File: src/rtl/asr_pkg.sv
package asr_pkg;

  // Result width and bit counter width
  localparam int unsigned RES_W = 16;
  localparam int unsigned CNT_W = 5;
  localparam logic [4:0]  BITS_PER_WORD = 5'h10;

  // Clock rate and master shift clock half period
  localparam int unsigned CLK_HZ = 50000000;
  localparam int unsigned MSCLK_HZ = 12500000;
  localparam int unsigned HALF_CYC_RAW = CLK_HZ / (2 * MSCLK_HZ);
  localparam logic [3:0]  HALF_CYC = (HALF_CYC_RAW < 1) ? 4'h1 : HALF_CYC_RAW[3:0];

  // Conversion time of the internal model in ns and cycles
  localparam int unsigned CONV_NS = 1000;
  localparam int unsigned CONV_CYC_RAW = (CONV_NS * (CLK_HZ / 1000000)) / 1000;
  localparam logic [7:0]  CONV_CYC = CONV_CYC_RAW[7:0];

  // Fifo depth of conversion results
  localparam int unsigned FIFO_DEPTH = 4;

  // Pin input synchroniser depth
  localparam int unsigned SYNC_STAGES = 3;

  typedef enum logic [1:0] {
    ASR_IDLE  = 2'b00,
    ASR_SHIFT = 2'b01,
    ASR_DONE  = 2'b11
  } asr_state_e;

  // Mode straps sampled from pins
  typedef struct packed {
    logic serial_en;
    logic slave;
    logic read_after;
    logic invert;
  } asr_mode_s;

  // Pad pair for the serial output
  typedef struct packed {
    logic o;
    logic oe;
  } asr_pad_s;

endpackage

File: src/rtl/asr_port.sv
`timescale 1ns/1ps
module asr_port (
  input  wire logic        ref_clk,
  input  wire logic        resetn,
  input  wire logic        port_format_select,
  input  wire logic        clock_source_select,
  input  wire logic        clk_invert,
  input  wire logic        convert_start_n,
  input  wire logic        chip_select_n,
  input  wire logic        read_enable_n,
  input  wire logic        read_timing_or_chain_input,
  input  wire logic [15:0] result_data,
  input  wire logic        result_valid,
  output logic             result_ready,
  input  wire logic        shift_clk_i,
  output logic             shift_clk_o,
  output logic             shift_clk_oe,
  output logic             serial_result_out,
  output logic             serial_result_oe,
  output logic             frame_sync,
  output logic             busy,
  output logic             late_read_error
);
  // Synchronised pins
  logic cnv_n_s;
  logic cs_n_s;
  logic rd_n_s;
  logic timing_s;
  logic sclk_s;
  logic [4:0] pin_raw;
  logic [4:0] pin_syn;
  // Active-low pins enter inverted so the cleared synchroniser matches their idle level;
  // otherwise reset release would show a false convert edge and a false select
  assign pin_raw = {~convert_start_n, ~chip_select_n, ~read_enable_n, read_timing_or_chain_input, shift_clk_i};
  assign {cnv_n_s, cs_n_s, rd_n_s, timing_s, sclk_s} = pin_syn ^ 5'h1C;

  genvar gi;
  generate
    for (gi = 0; gi < 5; gi++) begin : g_sync
      asr_sync u_sync (
        .ref_clk (ref_clk),
        .resetn  (resetn),
        .din     (pin_raw[gi]),
        .dout    (pin_syn[gi])
      );
    end
  endgenerate

  // Result fifo between converter core and serial port
  logic [15:0] fifo_data;
  logic        fifo_valid;
  logic        fifo_pop;
  asr_fifo #(
    .WIDTH (asr_pkg::RES_W),
    .DEPTH (asr_pkg::FIFO_DEPTH)
  ) u_fifo (
    .ref_clk   (ref_clk),
    .resetn    (resetn),
    .in_data   (result_data),
    .in_valid  (result_valid),
    .in_ready  (result_ready),
    .out_data  (fifo_data),
    .out_valid (fifo_valid),
    .out_ready (fifo_pop)
  );

  asr_pkg::asr_mode_s mode;
  assign mode.serial_en  = port_format_select;
  assign mode.slave      = clock_source_select;
  assign mode.read_after = timing_s;
  assign mode.invert     = clk_invert;

  // Chained read-after slave uses the pin as data; chain mode comes from the slave select alone
  logic chain_mode;
  assign chain_mode = mode.slave;

  asr_pkg::asr_state_e st_q, st_d;
  logic [15:0] sh_q, sh_d;
  logic [4:0]  bit_q, bit_d;
  logic [3:0]  div_q, div_d;
  logic        mclk_q, mclk_d;
  logic        sync_q, sync_d;
  logic        conv_q, conv_d;
  logic [7:0]  ccnt_q, ccnt_d;
  logic        cnv_prev_q;
  logic        sclk_prev_q;
  logic        err_q, err_d;
  logic        hold_q, hold_d;
  logic        chain_q, chain_d;
  logic        sdo_q, sdo_d;
  logic        sel_n;
  logic        s_rise;
  logic        s_fall;
  logic        conv_done;
  logic        cnv_fall;

  assign sel_n     = cs_n_s | rd_n_s;
  // Host clock edges found by sampling; host rate must stay well below a quarter of ref_clk
  assign s_rise    = sclk_s && !sclk_prev_q;
  assign s_fall    = !sclk_s && sclk_prev_q;
  assign cnv_fall  = !cnv_n_s && cnv_prev_q;
  assign conv_done = conv_q && (ccnt_q == 8'h01);
  assign fifo_pop  = (st_q == asr_pkg::ASR_IDLE) && fifo_valid && !conv_q && !hold_q && mode.serial_en;

  // Conversion timer, shift engine and error pulse
  always_comb begin
    st_d    = st_q;
    sh_d    = sh_q;
    bit_d   = bit_q;
    div_d   = div_q;
    mclk_d  = mclk_q;
    sync_d  = sync_q;
    conv_d  = conv_q;
    ccnt_d  = ccnt_q;
    err_d   = 1'b0;
    hold_d  = hold_q;
    chain_d = chain_q;
    sdo_d   = sdo_q;
    // Conversion cannot be restarted while running
    if (cnv_fall && !conv_q) begin
      conv_d = 1'b1;
      ccnt_d = asr_pkg::CONV_CYC;
    end else if (conv_q) begin
      ccnt_d = 8'(ccnt_q - 8'h01);
      if (conv_done) begin
        conv_d = 1'b0;
      end
    end
    // Previous result not fully read when conversion ends
    if (conv_done && st_q == asr_pkg::ASR_SHIFT && mode.slave && !mode.read_after) begin
      err_d = 1'b1;
    end
    case (st_q)
      asr_pkg::ASR_IDLE: begin
        mclk_d = 1'b0;
        sync_d = 1'b0;
        if (fifo_pop && mode.serial_en) begin
          sh_d   = fifo_data;
          bit_d  = asr_pkg::BITS_PER_WORD;
          div_d  = asr_pkg::HALF_CYC;
          sdo_d  = fifo_data[15];
          hold_d = !mode.slave && mode.read_after;
          st_d   = asr_pkg::ASR_SHIFT;
        end
      end
      asr_pkg::ASR_SHIFT: begin
        if (!mode.slave) begin
          sync_d = 1'b1;
          if (div_q == 4'h1) begin
            div_d  = asr_pkg::HALF_CYC;
            mclk_d = !mclk_q;
            if (mclk_q) begin
              sh_d  = {sh_q[14:0], 1'b0};
              sdo_d = sh_q[14];
              bit_d = 5'(bit_q - 5'h01);
              if (bit_q == 5'h01) begin
                st_d   = asr_pkg::ASR_DONE;
                sync_d = 1'b0;
              end
            end
          end else begin
            div_d = 4'(div_q - 4'h1);
          end
        end else if (!sel_n) begin
          if (s_rise) begin
            chain_d = timing_s;
          end
          if (s_fall) begin
            sh_d  = {sh_q[14:0], chain_mode && mode.read_after ? chain_q : 1'b0};
            sdo_d = sh_q[14];
            // Chained reads clock past the word; count stops at zero so deselect ends the frame
            bit_d = (bit_q == 5'h00) ? 5'h00 : 5'(bit_q - 5'h01);
            if (bit_q == 5'h01 && !(chain_mode && mode.read_after)) begin
              st_d = asr_pkg::ASR_DONE;
            end
          end
        end
      end
      asr_pkg::ASR_DONE: begin
        mclk_d = 1'b0;
        sync_d = 1'b0;
        hold_d = 1'b0;
        st_d   = asr_pkg::ASR_IDLE;
      end
      default: begin
        st_d = asr_pkg::ASR_IDLE;
      end
    endcase
    // Chained slave ends its frame when the host deselects
    if (mode.slave && mode.read_after && sel_n && st_q == asr_pkg::ASR_SHIFT && bit_q == 5'h00) begin
      st_d = asr_pkg::ASR_DONE;
    end
  end

  always_ff @(posedge ref_clk) begin
    if (!resetn) begin
      st_q        <= asr_pkg::ASR_IDLE;
      sh_q        <= 16'h0000;
      bit_q       <= 5'h00;
      div_q       <= 4'h0;
      mclk_q      <= 1'b0;
      sync_q      <= 1'b0;
      conv_q      <= 1'b0;
      ccnt_q      <= 8'h00;
      cnv_prev_q  <= 1'b1;
      sclk_prev_q <= 1'b0;
      err_q       <= 1'b0;
      hold_q      <= 1'b0;
      chain_q     <= 1'b0;
      sdo_q       <= 1'b0;
    end else begin
      st_q        <= st_d;
      sh_q        <= sh_d;
      bit_q       <= bit_d;
      div_q       <= div_d;
      mclk_q      <= mclk_d;
      sync_q      <= sync_d;
      conv_q      <= conv_d;
      ccnt_q      <= ccnt_d;
      cnv_prev_q  <= cnv_n_s;
      sclk_prev_q <= sclk_s;
      err_q       <= err_d;
      hold_q      <= hold_d;
      chain_q     <= chain_d;
      sdo_q       <= sdo_d;
    end
  end

  // Pads; serial data and shift clock float when deselected or in parallel format, other outputs are always driven
  always_comb begin
    shift_clk_o       = mclk_q ^ mode.invert;
    shift_clk_oe      = mode.serial_en && !mode.slave && !sel_n;
    serial_result_out = sdo_q;
    serial_result_oe  = mode.serial_en && !sel_n;
    frame_sync        = sync_q ^ mode.invert;
    busy              = conv_q || hold_q;
    late_read_error   = err_q;
  end

  // Strobe, once raised, covers at least the first two bit periods
  property p_sync_len;
    @(posedge ref_clk) disable iff (!resetn)
      $rose(sync_q) |-> sync_q [*8];
  endproperty
  a_sync_len: assert property (p_sync_len) else $error("frame strobe too short");

  // Strobe is gone once the frame has ended
  property p_sync_end;
    @(posedge ref_clk) disable iff (!resetn)
      (st_q == asr_pkg::ASR_DONE) |=> !sync_q;
  endproperty
  a_sync_end: assert property (p_sync_end) else $error("strobe after frame");

  // Either select line high floats both driven pins
  property p_float_sel;
    @(posedge ref_clk) disable iff (!resetn)
      sel_n |-> !serial_result_oe && !shift_clk_oe;
  endproperty
  a_float_sel: assert property (p_float_sel) else $error("drive while deselected");

  // Parallel format leaves the serial pins alone
  property p_float_par;
    @(posedge ref_clk) disable iff (!resetn)
      !port_format_select |-> !serial_result_oe && !shift_clk_oe;
  endproperty
  a_float_par: assert property (p_float_par) else $error("drive in parallel");

  // A disabled port must keep its results queued, not drop them
  property p_pop_gate;
    @(posedge ref_clk) disable iff (!resetn)
      !port_format_select |-> !fifo_pop;
  endproperty
  a_pop_gate: assert property (p_pop_gate) else $error("result lost while disabled");

  // Slave never fights the host on the clock pin
  property p_slave_clk;
    @(posedge ref_clk) disable iff (!resetn)
      clock_source_select |-> !shift_clk_oe;
  endproperty
  a_slave_clk: assert property (p_slave_clk) else $error("slave drives clock");

  // Late read error is a single-cycle pulse
  property p_err_pulse;
    @(posedge ref_clk) disable iff (!resetn)
      err_q |=> !err_q;
  endproperty
  a_err_pulse: assert property (p_err_pulse) else $error("error not a pulse");

  // Held busy only falls after the frame has completed
  property p_busy_hold;
    @(posedge ref_clk) disable iff (!resetn)
      $fell(busy) && $past(hold_q) |-> $past(st_q) == asr_pkg::ASR_DONE;
  endproperty
  a_busy_hold: assert property (p_busy_hold) else $error("busy dropped early");

  // Between frames clock and strobe rest at the level chosen by the invert pin
  property p_idle_level;
    @(posedge ref_clk) disable iff (!resetn)
      (st_q == asr_pkg::ASR_IDLE) |-> frame_sync == clk_invert && shift_clk_o == clk_invert;
  endproperty
  a_idle_level: assert property (p_idle_level) else $error("idle polarity");
endmodule

File: src/rtl/asr_sync.sv
`timescale 1ns/1ps
// Three flop synchroniser; a change counts when the last two agree
module asr_sync (
  input  wire logic ref_clk,
  input  wire logic resetn,
  input  wire logic din,
  output logic      dout
);
  logic [2:0] sh_q;
  logic [2:0] sh_d;
  logic       out_q;
  logic       out_d;

  // Stage one feeds only stage two
  always_comb begin
    sh_d  = {sh_q[1:0], din};
    out_d = (sh_q[2] == sh_q[1]) ? sh_q[2] : out_q;
  end

  always_ff @(posedge ref_clk) begin
    if (!resetn) begin
      sh_q  <= 3'h0;
      out_q <= 1'b0;
    end else begin
      sh_q  <= sh_d;
      out_q <= out_d;
    end
  end

  assign dout = out_q;
endmodule

File: src/rtl/asr_fifo.sv
`timescale 1ns/1ps
// Small result fifo with valid/ready on both sides
module asr_fifo #(
  parameter int unsigned WIDTH = 16,
  parameter int unsigned DEPTH = 4
) (
  input  wire logic             ref_clk,
  input  wire logic             resetn,
  input  wire logic [WIDTH-1:0] in_data,
  input  wire logic             in_valid,
  output logic                  in_ready,
  output logic [WIDTH-1:0]      out_data,
  output logic                  out_valid,
  input  wire logic             out_ready
);
  localparam int unsigned AW = $clog2(DEPTH);
  logic [WIDTH-1:0] mem_q [DEPTH];
  logic [AW-1:0]    wp_q;
  logic [AW-1:0]    wp_d;
  logic [AW-1:0]    rp_q;
  logic [AW-1:0]    rp_d;
  logic [AW:0]      cnt_q;
  logic [AW:0]      cnt_d;
  logic             push;
  logic             pop;

  assign in_ready  = (cnt_q != DEPTH[AW:0]);
  assign out_valid = (cnt_q != '0);
  assign out_data  = mem_q[rp_q];
  assign push      = in_valid && in_ready;
  assign pop       = out_valid && out_ready;

  // Pointer and count next state
  always_comb begin
    wp_d  = push ? AW'(wp_q + 1'b1) : wp_q;
    rp_d  = pop ? AW'(rp_q + 1'b1) : rp_q;
    cnt_d = cnt_q;
    if (push && !pop) begin
      cnt_d = (AW+1)'(cnt_q + 1'b1);
    end else if (pop && !push) begin
      cnt_d = (AW+1)'(cnt_q - 1'b1);
    end
  end

  always_ff @(posedge ref_clk) begin
    if (!resetn) begin
      wp_q  <= '0;
      rp_q  <= '0;
      cnt_q <= '0;
    end else begin
      wp_q  <= wp_d;
      rp_q  <= rp_d;
      cnt_q <= cnt_d;
    end
  end

  // Storage has no reset; only written entries are read
  always_ff @(posedge ref_clk) begin
    if (push) begin
      mem_q[wp_q] <= in_data;
    end
  end
endmodule

File: config.mk
export PLATFORM = sky130hd
export DESIGN_NAME = asr_port
export DESIGN_NICKNAME = d
export VERILOG_FILES = /design/src/rtl/asr_pkg.sv /design/src/rtl/asr_port.sv /design/src/rtl/asr_sync.sv /design/src/rtl/asr_fifo.sv
export SDC_FILE = /design/constraint.sdc
export NUM_CORES = 1
export LEC_CHECK = 0
export BUFFER_PORTS_ARGS = -buffer_cell sky130_fd_sc_hd__buf_2
export CAP_MARGIN = 0
export CORE_ASPECT_RATIO = 1.4
export CORE_UTILIZATION = 50
export CTS_BUF_LIST = sky130_fd_sc_hd__clkbuf_8
export DETAILED_ROUTE_END_ITERATION = 8
export PLACE_DENSITY = 0.69
export SETUP_SLACK_MARGIN = 0.2
export SLEW_MARGIN = 10
export SYNTH_ARGS = -nofsm -noshare
export SYNTH_HDL_FRONTEND = slang
export SYNTH_SLANG_ARGS = --single-unit
export TNS_END_PERCENT = 1
File: constraint.sdc
create_clock -name ref_clk -period 3.5 [get_ports ref_clk]
set_input_delay 0.7 -clock ref_clk [delete_from_list [all_inputs] [get_ports ref_clk]]
set_output_delay 0.7 -clock ref_clk [all_outputs]
set_load 0.02 [all_outputs]
==> flow_metrics.py, run 1 <==
metrics = {
    "timing": {
        "min_period_ns": 2.535,
        "fin_tns_setup_ns": 0,
        "finalSetupViolCount": 0,
        "relSlewSlack_pct": 35.28,
        "setup_slack_ns": 0.9655,
        "timing.final.crit_share_pct": 72.42,
        "holdWs_ns": 0.4133,
        "max_freq_mhz": 394.6,
        "rsz0062_at_grt": "false",
        "drv_slew": 0,
        "hold_viol_final": 0,
        "worst_pin_slew_ns": 0.9708,
        "clock_skew_ns": 0.009842,
    },
    "clock_tree": {
        "cts_resized": 0,
        "clk_pin_slew_ns": 0.08,
        "cts_tree": "built",
        "post-cts-setup-buffers": 0,
        "cts_buffer_depth": 2,
        "cts_hold_buffers": 0,
        "clk_latency_ns": 0.43,
        "clock_sinks": 136,
        "htreeDepth": 4,
        "cts-buffers-inserted": 17,
        "cts_root_buffer": "clkbuf_8",
    },
    "floorplan": {
        "core_um2": 10870,
        "start_util_pct": 51.56,
        "rows": 45,
        "io_pins": 35,
        "die_area_um2": 11640,
        "die_y_um": 127.3,
        "die_w_um": 91.47,
    },
    "yosys": {
        "synth.distinct_cells": 58,
        "synth_area_per_cell_um2": 12.29,
        "async_reset_ff_share_pct": 0,
        "yosysTopAreaCell": "edfxtp_1",
        "yosys_most_used_dff": "dfxtp_1",
        "syn_area_um2": 5603,
        "yosysTopAreaCellShare_pct": 34.30,
        "ys_warn_count": 0,
        "synth_seq_cells": 136,
        "syn_nets": 500,
        "synth-seq-area-share_pct": 60.03,
        "syn_inst": 456,
        "synth-edff-count": 64,
        "netlist_top_cells_area": "edfxtp_1 34%, dfxtp_1 26%, mux4_2 6.4%, nand2_1 3.7%, ha_1 3.6%",
    },
    "final_layout": {
        "area_growth_pct": 13.31,
        "antenna_cells": 0,
        "final_common_cell": "dfxtp_1",
        "nets": 534,
        "layout-drive-gt1-share_pct": 18.49,
        "final_util_pct": 58.42,
        "most-common-layout-cells": "72 x dfxtp_1, 64 x edfxtp_1, 55 x nand2_1, 34 x buf_2, 33 x a21oi_1",
    },
    "critical_path": {
        "crit_chain": "inv_1 > ha_1 > nor2b_1 > a22o_4 > nor2_2 > a311oi_1",
        "crit_arrival_ns": 2.80,
        "cp.required_ns": 3.77,
        "startpoint_type": "register",
        "reg2reg_slack_ns": 0.97,
        "crit_start": "st_q[1]$_SDFFE_PN0P_",
        "worst-path-buf-inv": 1,
        "reg2reg_to": "sh_q[2]$_SDFFE_PN0P_",
        "path_max_fanout": 26,
        "cpLargestDelayFamily": "simple AND/OR/NAND/NOR gates",
        "critical_path_class": "reg -> reg",
        "reg2reg_from": "st_q[1]$_SDFFE_PN0P_",
        "worst-path-stages": 6,
        "cp_slowest_cell": "nor2_2",
        "reg2reg_depth": 6,
        "slowest_delay_ns": 0.55,
        "cp-end-kind": "register",
    },
    "power": {
        "p_sw_share_pct": 30.83,
        "internal-power_uw": 3387,
        "p_leak_uw": 0.002259,
        "ir_drop_uv": 393.5,
        "p_comb_share_pct": 26.8,
        "clkPwrFrac_pct": 31.2,
        "power_frac_seq_pct": 42.0,
        "power_density_nw_per_um2": 771.3,
        "power.switching_uw": 1510,
    },
    "routing": {
        "drt_iter0_drc": 202,
        "avgRoutedWirePerCell_um": 15.75,
        "vias_per_cell": 5.534,
        "antenna_left": 0,
        "routed_wl_um": 10140,
        "drt-pass1-iter-count": 5,
        "vias": 3564,
        "route.detailed.drc": 0,
    },
    "hold_path": {
        "min_path_cells": 2,
        "holdPathEnd": "g_sync[3].u_sync.sh_q[0]$_SDFF_PN0_",
        "min_from": "chip_select_n",
        "hold_path.class": "in -> reg",
    },
    "run": {
        "cap_violations": 0,
    },
    "global_route": {
        "gr-total-overflow": 0,
        "grt_max_degree": 46,
        "grt_usage_pct": 19.29,
        "grt_pass1_wl_um": 17310,
        "grt_pass1_vias": 3664,
        "antenna_found_initial": 0,
    },
    "placement": {
        "place.gp.congestion": 0.7686,
        "hpwl_um": 6715,
        "io_buffers": 34,
        "dp_slack_ns": 0.7931,
    },
    "run_status": {
        "run_status": "finished clean",
    },
}
==> synth_stat cells (all sizes together), types with 4 or more instances <==
library cell	instances
o21ai	13
a311oi	18
a21oi	33
xor2	7
a211oi	5
nor3	6
or3	5
mux2i	4
nand3	5
dfxtp	72
ha	16
nor2	26
xnor2	4
edfxtp	64
nand4b	4
inv	15
clkbuf	12
nand2	55
and2	20
buf	12
mux4	16
==> logic make-up after synthesis <==
| group | Yosys count | share of synthesized area, % |
|---|---|---|
| xor+xnor | 11 | 1.719 |
| buf+inv | 39 | 3.149 |
| fa+ha+maj | 17 | 3.930 |
| flops | 136 | 60.03 |
| mux | 20 | 7.146 |
| simple gates | 142 | 12.97 |
| compound gates | 91 | 11.05 |
==> power by group through the flow <==
stage	Clock, µW	Sequential, µW	Combinational, µW
2_1_floorplan	0	2050	1080
3_3_place_gp	0	2070	1290
3_5_place_dp	0	2090	1320
4_1_cts	1550	2060	1330
5_1_grt	1620	2090	1470
6_report	1530	2060	1310
==> through the flow <==
stage	power, µW	cells	instance area [µm²]
floorplan	3122	456	5603
global placement	3362	612	5867
detailed placement	3413	612	5867
CTS	4935	644	6349
global route	5182	644	6349
finish	4897	644	6349
==> state kept, by name, summed over array words and instances, names as in the netlist, 2 cells and up, named ones only <==
signal              count
g_sync.u_sync.dout      5
ccnt_q                  8
u_fifo.mem_q           64
div_q                   4
bit_q                   5
u_fifo.wp_q             2
sh_q                   15
g_sync.u_sync.sh_q     15
u_fifo.rp_q             2
st_q                    2
u_fifo.cnt_q            3
==> metal layers <==
metal	vias to the layer above	global-route usage, %	wire length, µm
li1	1757	-	-
met1	1721	21.34	4299
met2	69	34.50	5353
met3	17	5.536	261
met4	0	8.030	226
met5	-	0	0
==> final cells by class <==
cell class              instances  area, µm²
multi-input cells             281       2063
inverters                      15      56.30
flip-flops and latches        136       3363
fillers                       877       4518
clock buffers                  17      234.0
clock inverters                15      247.7
well taps                     141      176.4
repair buffers                 39      207.7
==> worst max path at each step <==
stage / end / slack, ns
5_1_grt: bit_q[4]$_SDFFE_PN0P_ / 0.77
3_5_place_dp: u_fifo.cnt_q[2]$_SDFFE_PN0P_ / 0.79
3_3_place_gp: u_fifo.cnt_q[2]$_SDFFE_PN0P_ / 0.92
6_report: sh_q[2]$_SDFFE_PN0P_ / 0.97
4_1_cts: sh_q[2]$_SDFFE_PN0P_ / 0.94
2_1_floorplan: u_fifo.cnt_q[2]$_SDFFE_PN0P_ / 1.13
Note: power is estimated with default switching activity, not from simulation.
==> inputs of run 2 (changes only) <==
==> constraint.sdc (replaced) <==
create_clock -name ref_clk -period 2.5 [get_ports ref_clk]
set_input_delay 0.5 -clock ref_clk [delete_from_list [all_inputs] [get_ports ref_clk]]
set_output_delay 0.5 -clock ref_clk [all_outputs]
set_load 0.02 [all_outputs]
==> run 2 against run 1 <==
  * Flip-flop and latch count did not move
  * Setup slack worse by 0.65 ns
  * First-iteration DRC count decreased by 20%
  * Power rose by 41%
  * Core utilization grew 1.0 points
  * Fmax is 16% higher
  * Clock power up 33%
  * Sequential share of layout area decreased by 0.87 points
  * Non-clock buffer count rose by 13
  * Hold slack worse by 0.21 ns
  * Critical endpoint is now u_fifo.cnt_q[2]$_SDFFE_PN0P_
==> flow_metrics.py, run 2 (synthesis results as in run 1) <==
metrics = {
    "run_status": {
        "run_status": "finished clean",
    },
    "critical_path": {
        "cp.required_ns": 2.87,
        "startpoint_type": "register",
        "cp-end-kind": "register",
        "crit_arrival_ns": 2.55,
        "critical_path_class": "reg -> reg",
        "path_max_fanout": 3,
    },
    "clock_tree": {
        "cts-buffers-inserted": 17,
        "cts_root_buffer": "clkbuf_8",
        "clk_latency_ns": 0.43,
        "clock_sinks": 136,
        "cts_tree": "built",
        "htreeDepth": 4,
        "cts_buffer_depth": 2,
        "clk_pin_slew_ns": 0.08,
    },
    "final_layout": {
        "nFillCells": 862,
        "layout-drive-gt1-share_pct": 21.90,
        "top_register": "u_fifo.mem_q",
        "largestRegisters": "u_fifo.mem_q x64, g_sync.u_sync.sh_q x15, sh_q x15",
        "most-common-layout-cells": "70 x dfxtp_1, 64 x edfxtp_1, 54 x nand2_1, 34 x buf_2, 32 x a21oi_1",
        "area_growth_pct": 15.30,
        "antenna_cells": 0,
        "seqCellArea_um2": 3366,
        "final_util_pct": 59.45,
        "largest_reg_flops": 64,
        "multi_input_area_um2": 2087,
        "final_common_cell": "dfxtp_1",
        "nets": 547,
    },
    "timing": {
        "rsz0062_at_grt": "false",
        "finalSetupViolCount": 0,
        "drv_slew": 0,
        "fin_tns_setup_ns": 0,
        "min_period_ns": 2.182,
        "timing.final.crit_share_pct": 87.27,
        "hold_viol_final": 0,
        "relSlewSlack_pct": 50.33,
        "worst_pin_slew_ns": 0.7348,
        "setup_slack_ns": 0.3183,
        "max_freq_mhz": 458.4,
        "clock_skew_ns": 0.007494,
    },
    "floorplan": {
        "rows": 45,
        "die_y_um": 127.3,
        "start_util_pct": 51.56,
        "core_um2": 10870,
        "io_pins": 35,
        "die_area_um2": 11640,
        "die_w_um": 91.47,
    },
    "placement": {
        "place.gp.congestion": 0.7706,
        "io_buffers": 34,
        "dp_slack_ns": 0.08751,
        "hpwl_um": 6590,
    },
    "routing": {
        "drt-pass1-iter-count": 5,
        "antenna_left": 0,
        "avgRoutedWirePerCell_um": 15.40,
        "vias": 3634,
        "route.detailed.drc": 0,
        "drt_iter0_drc": 162,
        "routed_wl_um": 10120,
        "vias_per_cell": 5.531,
    },
    "power": {
        "p_leak_uw": 0.002323,
        "ir_drop_uv": 561.4,
        "power_density_nw_per_um2": 1068,
    },
    "global_route": {
        "grt_pass1_wl_um": 17310,
        "grt_max_degree": 46,
        "antenna_found_initial": 0,
        "grt_pass1_vias": 3782,
        "gr-total-overflow": 0,
        "grt_usage_pct": 19.34,
    },
    "run": {
        "cap_violations": 0,
    },
    "hold_path": {
        "hold_path.class": "in -> reg",
    },
}
## run 2: power breakdown
part / total, µW / internal [µW] / switching [µW]
logic: 2020 / 867 / 1150
clock network: 2040 / 1190 / 845
registers: 2850 / 2680 / 166
total: 6900 / 4740 / 2160
## run 2: per-stage QoR
stage                     cells  total power [µW]  cell area (µm²)  hold WS (ns)
after detailed placement    623              4847             5962        0.4218
after global routing        657              7301             6460        0.1860
after global placement      623              4775             5962        0.4157
after CTS                   657              6931             6441        0.1741
after floorplan             456              4371             5603        0.3936
final                       657              6902             6460        0.2037
## run 2: cell type report
class	count	share of cell area (%)
flip-flops and latches	136	52.10
well taps	141	2.731
clock buffers	17	3.622
inverters	15	0.8716
multi-input cells	281	32.31
clock inverters	15	3.448
repair buffers	52	4.920
## run 2: path summary, 6_finish.rpt
kind | start | end | slack (ns) | cells past startpoint
setup / recovery | st_q[1]$_SDFFE_PN0P_ | u_fifo.cnt_q[2]$_SDFFE_PN0P_ | 0.32 | 10
hold / removal | read_enable_n | g_sync[2].u_sync.sh_q[0]$_SDFF_PN0_ | 0.20 | 2
setup reg to reg | st_q[1]$_SDFFE_PN0P_ | u_fifo.cnt_q[2]$_SDFFE_PN0P_ | 0.32 | 10
hold reg to reg | g_sync[2].u_sync.sh_q[0]$_SDFF_PN0_ | g_sync[2].u_sync.sh_q[1]$_SDFF_PN0_ | 0.44 | 1
## run 2: worst max-delay path, stage by stage, from the launching register on
cell and delay [ns]:
dfxtp_2 0.33, inv_1 0.07, ha_2 0.19, and4bb_2 0.25, nand2_2 0.11, ha_4 0.15
inv_1 0.05, fa_2 0.33, xor2_1 0.17, or3_1 0.34, a21oi_2 0.13
## run 2: per-layer routing
metal / vias up / global-route usage, % / share of wire (%)
met4: 0 / 9.617 / 2.0
met3: 16 / 4.940 / 3.0
met1: 1791 / 21.12 / 42
met2: 54 / 34.63 / 53
met5: - / 0 / 0
li1: 1773 / - / -
## run 2: what timing repair did
action,in CTS,in global routing
pin swaps,0,1
endpoints found under the setup margin,1,1
gates resized for setup,4,4
hold buffers,0,0
setup buffers,2,0
